File: src/hdl/sto_io_consts.svh
/*
  Timing constants for the safe torque off input and monitor logic.
  Assumes a 20 MHz system clock; included by bare name.
*/
`ifndef STO_IO_CONSTS_SVH
`define STO_IO_CONSTS_SVH

`define STO_CLK_PERIOD_NS 50
`define STO_TEST_PULSE_MAX_US 1000
`define STO_TEST_PULSE_CYCLES ((`STO_TEST_PULSE_MAX_US * 1000) / `STO_CLK_PERIOD_NS)
`define STO_FILT_W 15
`define STO_RUN_HOLD_CYCLES 15'h0002
`define STO_SYNC_RESET 2'h0
`define STO_MON_RESET 3'h7

`endif

File: src/hdl/sto_io_pkg.sv
/*
  Types shared by the safe torque off input and monitor logic.
  Assumes no other package is needed.
*/
package sto_io_pkg;

  typedef struct packed {
    logic monitorA;
    logic monitorB;
    logic monitorSeries;
  } sto_monitor_s;

  typedef enum logic [2:0] {
    STO_SHUTOFF = 3'b001,
    STO_RELEASE = 3'b010,
    STO_FAULT = 3'b100
  } sto_state_e;

endpackage : sto_io_pkg

File: src/hdl/sto_io_logic.sv
/*
  Safe torque off input and monitor logic: synchronises both safety channels,
  drives the per-channel and series monitor outputs, the base drive release,
  and the timing alarm with dynamic brake request.
  Assumes the safety channels arrive as asynchronous pin levels, high meaning
  the channel is closed to its common, and that motor running, torque mode and
  the forced stop input come from logic on the same clock.
  Synchroniser and monitor reset values come from the constants header, which must be on the include
  path of every tool that reads this file.
*/
`timescale 1ns/10ps
`default_nettype none
`include "sto_io_consts.svh"

module sto_io_logic
  import sto_io_pkg::*;
(
  input wire logic mclk,
  input wire logic arst_n,
  input wire logic safetyInputA,
  input wire logic safetyInputB,
  input wire logic forcedStopDecelInput,
  input wire logic motorRunning,
  input wire logic torqueMode,
  input wire logic alarmReset,
  output var sto_monitor_s shutoffMonitor,
  output logic driveRelease,
  output logic dynamicBrake,
  output logic forcedStopDecel,
  output logic shutoffTimingAlarm
);

  logic [1:0] syncA_reg;
  logic [1:0] syncB_reg;
  sto_state_e state_reg;
  sto_state_e state_next;
  sto_monitor_s monitor_next;
  logic alarm_next;

  // Each channel passes two flip-flops; only the second stage is read.
  always_ff @(posedge mclk or negedge arst_n) begin
    if (!arst_n) begin
      syncA_reg <= `STO_SYNC_RESET;
      syncB_reg <= `STO_SYNC_RESET;
    end else begin
      syncA_reg <= {syncA_reg[0], safetyInputA};
      syncB_reg <= {syncB_reg[0], safetyInputB};
    end
  end

  wire logic chanAClosed = syncA_reg[1];
  wire logic chanBClosed = syncB_reg[1];
  wire logic bothClosed = chanAClosed & chanBClosed;
  // A channel opening while the motor still turns is a timing fault; a short
  // test pulse is treated the same, since no fault may be masked by filtering.
  wire logic openWhileRunning = ~bothClosed & motorRunning;

  wire logic monANext = ~chanAClosed;
  wire logic monBNext = ~chanBClosed;
  wire logic monSeriesNext = ~chanAClosed & ~chanBClosed;
  assign monitor_next = '{monitorA: monANext, monitorB: monBNext, monitorSeries: monSeriesNext};

  // Clearing is refused while the motor turns, so a reset pressed early
  // cannot let a running axis slip back towards the release state.
  wire logic alarmClear = alarmReset & ~motorRunning;

  // The alarm latches and only clears on an alarm reset with the motor stopped.
  always_comb begin
    state_next = state_reg;
    unique case (state_reg)
      STO_SHUTOFF: begin
        if (bothClosed) begin
          state_next = STO_RELEASE;
        end
      end
      STO_RELEASE: begin
        if (openWhileRunning) begin
          state_next = STO_FAULT;
        end else if (!bothClosed) begin
          state_next = STO_SHUTOFF;
        end
      end
      STO_FAULT: begin
        if (alarmClear) begin
          state_next = STO_SHUTOFF;
        end
      end
      default: begin
        state_next = STO_SHUTOFF;
      end
    endcase
  end

  assign alarm_next = (state_next == STO_FAULT);
  wire logic releaseNext = (state_next == STO_RELEASE);

  // Every output is registered, so the monitor contacts, the drive release
  // and the alarm all switch on the same edge and never glitch at the pins.
  always_ff @(posedge mclk or negedge arst_n) begin
    if (!arst_n) begin
      state_reg <= STO_SHUTOFF;
      shutoffMonitor <= sto_monitor_s'(`STO_MON_RESET);
      driveRelease <= 1'b0;
      dynamicBrake <= 1'b0;
      forcedStopDecel <= 1'b0;
      shutoffTimingAlarm <= 1'b0;
    end else begin
      state_reg <= state_next;
      shutoffMonitor <= monitor_next;
      driveRelease <= releaseNext;
      dynamicBrake <= alarm_next;
      forcedStopDecel <= ~forcedStopDecelInput & ~torqueMode;
      shutoffTimingAlarm <= alarm_next;
    end
  end

  // Outputs lag their inputs by one edge, so most checks look one edge on.
  property p_monA;
    @(posedge mclk) disable iff (!arst_n)
      ##1 shutoffMonitor.monitorA == !$past(chanAClosed);
  endproperty
  a_monA: assert property (p_monA) else $error("monitor A wrong");

  property p_monB;
    @(posedge mclk) disable iff (!arst_n)
      ##1 shutoffMonitor.monitorB == !$past(chanBClosed);
  endproperty
  a_monB: assert property (p_monB) else $error("monitor B wrong");

  property p_series;
    @(posedge mclk) disable iff (!arst_n)
      shutoffMonitor.monitorSeries == (shutoffMonitor.monitorA && shutoffMonitor.monitorB);
  endproperty
  a_series: assert property (p_series) else $error("series monitor wrong");

  property p_release;
    @(posedge mclk) disable iff (!arst_n)
      driveRelease |-> shutoffMonitor.monitorA == 1'b0 && shutoffMonitor.monitorB == 1'b0;
  endproperty
  a_release: assert property (p_release) else $error("release with open channel");

  property p_openStops;
    @(posedge mclk) disable iff (!arst_n)
      !bothClosed |=> !driveRelease;
  endproperty
  a_openStops: assert property (p_openStops) else $error("open channel kept drive");

  property p_alarm;
    @(posedge mclk) disable iff (!arst_n)
      (state_reg == STO_RELEASE) && openWhileRunning |=> shutoffTimingAlarm && dynamicBrake;
  endproperty
  a_alarm: assert property (p_alarm) else $error("timing alarm missed");

  property p_torque;
    @(posedge mclk) disable iff (!arst_n)
      $past(torqueMode) |-> !forcedStopDecel;
  endproperty
  a_torque: assert property (p_torque) else $error("decel in torque mode");

  property p_sync;
    @(posedge mclk) disable iff (!arst_n)
      $rose(safetyInputA) ##1 safetyInputA ##1 safetyInputA |-> ##1 !shutoffMonitor.monitorA;
  endproperty
  a_sync: assert property (p_sync) else $error("sync latency wrong");

  // A slip on one channel alone would split the two monitor contacts apart.
  property p_syncB;
    @(posedge mclk) disable iff (!arst_n)
      $rose(safetyInputB) ##1 safetyInputB ##1 safetyInputB |-> ##1 !shutoffMonitor.monitorB;
  endproperty
  a_syncB: assert property (p_syncB) else $error("sync latency wrong on B");

  property p_alarmHold;
    @(posedge mclk) disable iff (!arst_n)
      shutoffTimingAlarm && !(alarmReset && !motorRunning) |=> shutoffTimingAlarm;
  endproperty
  a_alarmHold: assert property (p_alarmHold) else $error("timing alarm dropped");

  property p_alarmClear;
    @(posedge mclk) disable iff (!arst_n)
      shutoffTimingAlarm && alarmReset && !motorRunning |=> !shutoffTimingAlarm && !driveRelease;
  endproperty
  a_alarmClear: assert property (p_alarmClear) else $error("timing alarm not cleared");

  property p_brakeNoDrive;
    @(posedge mclk) disable iff (!arst_n)
      dynamicBrake |-> !driveRelease && shutoffTimingAlarm;
  endproperty
  a_brakeNoDrive: assert property (p_brakeNoDrive) else $error("brake with drive released");

  property p_decel;
    @(posedge mclk) disable iff (!arst_n)
      ##1 forcedStopDecel == (!$past(forcedStopDecelInput) && !$past(torqueMode));
  endproperty
  a_decel: assert property (p_decel) else $error("forced stop decel wrong");

  property p_noAlarmStopped;
    @(posedge mclk) disable iff (!arst_n)
      (state_reg == STO_RELEASE) && !motorRunning |=> !shutoffTimingAlarm;
  endproperty
  a_noAlarmStopped: assert property (p_noAlarmStopped) else $error("alarm with motor stopped");

  property p_releaseEntry;
    @(posedge mclk) disable iff (!arst_n)
      (state_reg == STO_SHUTOFF) && bothClosed |=> driveRelease;
  endproperty
  a_releaseEntry: assert property (p_releaseEntry) else $error("drive not released");

  property p_shutoffKeep;
    @(posedge mclk) disable iff (!arst_n)
      (state_reg == STO_SHUTOFF) && !bothClosed |=> !driveRelease && !shutoffTimingAlarm;
  endproperty
  a_shutoffKeep: assert property (p_shutoffKeep) else $error("shut-off state left early");

  property p_faultNoRelease;
    @(posedge mclk) disable iff (!arst_n)
      (state_reg == STO_FAULT) |=> !driveRelease;
  endproperty
  a_faultNoRelease: assert property (p_faultNoRelease) else $error("drive released in fault");

endmodule : sto_io_logic
`default_nettype wire

File: config.mk
export PLATFORM = sky130hd
export DESIGN_NAME = sto_io_logic
export DESIGN_NICKNAME = d
export VERILOG_FILES = /design/src/hdl/sto_io_pkg.sv /design/src/hdl/sto_io_logic.sv
export VERILOG_INCLUDE_DIRS = /design/src /design/src/hdl
export SDC_FILE = /design/constraint.sdc
export NUM_CORES = 1
export LEC_CHECK = 0
export BUFFER_PORTS_ARGS = -buffer_cell sky130_fd_sc_hd__clkbuf_2
export CORE_AREA = 2 2 39 41
export DETAILED_ROUTE_END_ITERATION = 8
export DIE_AREA = 0 0 41 43
export GPL_TIMING_DRIVEN = 0
export PLACE_DENSITY_LB_ADDON = 0.12
export SYNTH_ARGS = -nofsm -noshare
export SYNTH_HDL_FRONTEND = slang
export SYNTH_SLANG_ARGS = --single-unit
File: constraint.sdc
create_clock -name mclk -period 1.1 [get_ports mclk]
set_input_delay 0.11 -clock mclk [delete_from_list [all_inputs] [get_ports mclk]]
set_output_delay 0.11 -clock mclk [all_outputs]
set_load 0.01 [all_outputs]
==> impl_metrics.tcl <==
set metrics [dict create \
    drt_iter0_drc 7 \
    fmax_ghz 0.839 \
    crit_fanout 4 \
    grt_overflow_total 0 \
    final_core_util_pct 46.7 \
    synth.distinct_cells 14 \
    cts_buffers 3 \
    rr_worst_depth 2 \
    io-pin-count 15 \
    power_density_nw_per_um2 1410 \
    cp.arrival_ns 1.39 \
    yosysWarnings 0 \
    yosys.area.top_type "dfrtp_1" \
    end_kind "flip-flop" \
    setup_viol 1 \
    min_from "motorRunning" \
    synth_edf_count 0 \
    synthAdderAreaFrac_pct 0 \
    status "finished, violations left" \
    yosys-top-cells-area "dfrtp_1 51%, dfstp_2 24%, or4b_1 4.5%, a21oi_1 3.4%, nor3_1 2.2%" \
    r2r_end "state_reg[0]" \
    syn_area_per_cell_sq_um 14.4 \
    tightest_slew_ns 0.319 \
    synth_top_family_by_area "simple AND/OR/NAND/NOR gates" \
    die_h_um 43 \
    via_per_inst 4.47 \
    final_cell_area_sq_um 647 \
    clockBufferDepth 2 \
    synth_compound_area_share_pct 5.62 \
    hpwl_um 558 \
    track_usage_pct 12.7 \
    ys.flop_type "dfrtp_1" \
    fin_ws_ns -0.0916 \
    holdPathStages 3 \
    min_period_over_period_pct 108 \
    finalCriticalPeriod_ns 1.19 \
    synth_cells 31 \
    grt_pass1_wl_um 1460 \
    hold_class "input pin to flip-flop" \
    cp-startpoint "state_reg[0]" \
    rr_startpoint "state_reg[0]" \
    drt-pass1-iter-count 4 \
    yosys.area_share.simple_pct 14.9 \
    netlist_area_sq_um 445 \
    antenna_found_initial 0 \
    core_area_sq_um 1380 \
    finalHoldViolCount 0 \
    grt_pass1_vias 352 \
    min_to "shutoffTimingAlarm" \
    synth_mux_area_share_pct 0 \
    finalNetCount 67 \
    pwr-share-clk_pct 31.6 \
    start_util_pct 32.2 \
    peakVddDrop_uv 986 \
    max_slew_margin_pct 78.7 \
    power_switching_mw 0.213 \
    route.detailed.wl_per_inst_um 11.1 \
    ys_ff_latch 13 \
    num_vias 331 \
    antennaDiodeCount 0 \
    drt_wl_total_um 823 \
    synth_xor_area_share_pct 1.97 \
    netlist_top_cells_count "9 x dfrtp_1, 4 x dfstp_2, 3 x a21oi_1" \
    max-cap-violations 0 \
    comb_power_share_pct 11.0 \
    place_congestion 0.627 \
    dieArea_sq_um 1760 \
    ant_nets 0 \
    clk_pin_slew_ns 0.08 \
    insertion_delay_ns 0.27 \
    p_leak_nw 0.318 \
    synth_top_area_share_pct 50.6 \
    violations "negative setup slack" \
    cts_root_buf "clkbuf_4" \
    pwr-share-seq_pct 57.4 \
    synth_nets 39 \
    intPower_mw 0.701 \
    dpl_cell_area_sq_um 536 \
    drc 0 \
    numClockSinks 13 \
    cts_tree "built" \
    drive_gt1_share_pct 50.0 \
    fillers 128 \
    portBuffers 14 \
    finalClockSkew_ns 0.00280 \
    path_class "flip-flop to flip-flop" \
    area_delta_synth_final_pct 45.2 \
    rows 14 \
    ff2ff_setup_slack_ns -0.09 \
    required_ns 1.30 \
    rsz0062_at_grt "true" \
    ys_async_sr_fraction_pct 100 \
    grt_max_degree 14 \
    yosysSeqAreaShare_pct 74.2 \
    cp-start-kind "flip-flop" \
    die_x_um 41 \
    htreeDepth 1 \
    switching_share_pct 23.3 \
    yosysMostFrequentCell "dfrtp_1" \
    drv_slew 0 \
]
-- layer usage --
| layer | share of wire, % | wire length (um) | vias up | global-route usage [%] |
|---|---|---|---|---|
| li1 | - | - | 159 | - |
| met1 | 40 | 329 | 158 | 14.8 |
| met2 | 53 | 434 | 12 | 19.7 |
| met3 | 5.7 | 47 | 2 | 4.71 |
| met4 | 1.5 | 12 | 0 | 6.00 |
| met5 | 0 | 0 | - | 0 |
-- worst max-delay path, cell delays in order, from the launching register on --
cell,delay (ns)
dfstp_2,0.56
or4b_4,0.45
o211a_1,0.13
-- worst max-delay path by stage --
| stage | cells after the start | to | slack (ns) |
|---|---|---|---|
| floorplan | 2 | state_reg[0] | -0.06 |
| global placement | 2 | state_reg[0] | -0.08 |
| detailed placement | 2 | state_reg[0] | -0.1 |
| CTS | 2 | state_reg[0] | -0.07 |
| global route | 2 | state_reg[0] | -0.12 |
| finish | 2 | state_reg[0] | -0.09 |
-- power by group through the flow --
stage / sequential (mW) / clock [mW] / combinational, mW
floorplan: 0.539 / 0 / 0.0261
global placement: 0.534 / 0 / 0.0665
detailed placement: 0.536 / 0 / 0.0702
CTS: 0.524 / 0.297 / 0.0965
global route: 0.528 / 0.334 / 0.114
finish: 0.524 / 0.288 / 0.101
-- area by class of cell --
cell class	count	area [sq um]	area share [%]
sequential	13	330	51.1
timing repair buffer	23	150	23.2
multi-input combinational	15	104	16.1
clock buffer	3	22.5	3.48
tap	16	20.0	3.09
buffer	1	7.51	1.16
inverter	2	7.51	1.16
clock inverter	1	5.00	0.774
-- metrics by stage --
stage / total power [mW] / setup TNS (ns) / worst slack, ns / hold WS, ns / std cells
3_5_place_dp: 0.606 / -0.0970 / -0.0970 / 0.0168 / 61
4_1_cts: 0.918 / -0.0731 / -0.0731 / 0.160 / 73
2_1_floorplan: 0.565 / -0.0606 / -0.0606 / -0.186 / 31
6_report: 0.914 / -0.0916 / -0.0916 / 0.183 / 74
5_1_grt: 0.976 / -0.124 / -0.124 / 0.191 / 74
3_3_place_gp: 0.600 / -0.0802 / -0.0802 / 0.00409 / 61
-- repair_timing --
item	in CTS	in global routing
endpoints found under the hold margin	16	0
resized for setup	0	1
hold buffers	5	0
endpoints found under the setup margin	1	1
buffers inserted	3	1
pin swaps	0	2
-- cell families after synthesis --
group | after synthesis
flip-flops | 13
AO/OA/AOI/OAI | 4
buffers and inverters | 3
AND/OR/NAND/NOR | 10
XOR/XNOR | 1
-- placed cells by master, fill, tap and decap left out, drive strengths merged --
cell          n
nand2b        1
clkbuf       17
nor3          2
dfstp         4
or4b          2
xnor2         1
dlygate4sd3   5
dfrtp         9
nand4b        1
buf           5
nor2          2
inv           2
clkinv        1
nand2         1
o211a         1
a21oi         3
nand3b        1
Note: power is estimated with default switching activity, not from simulation.
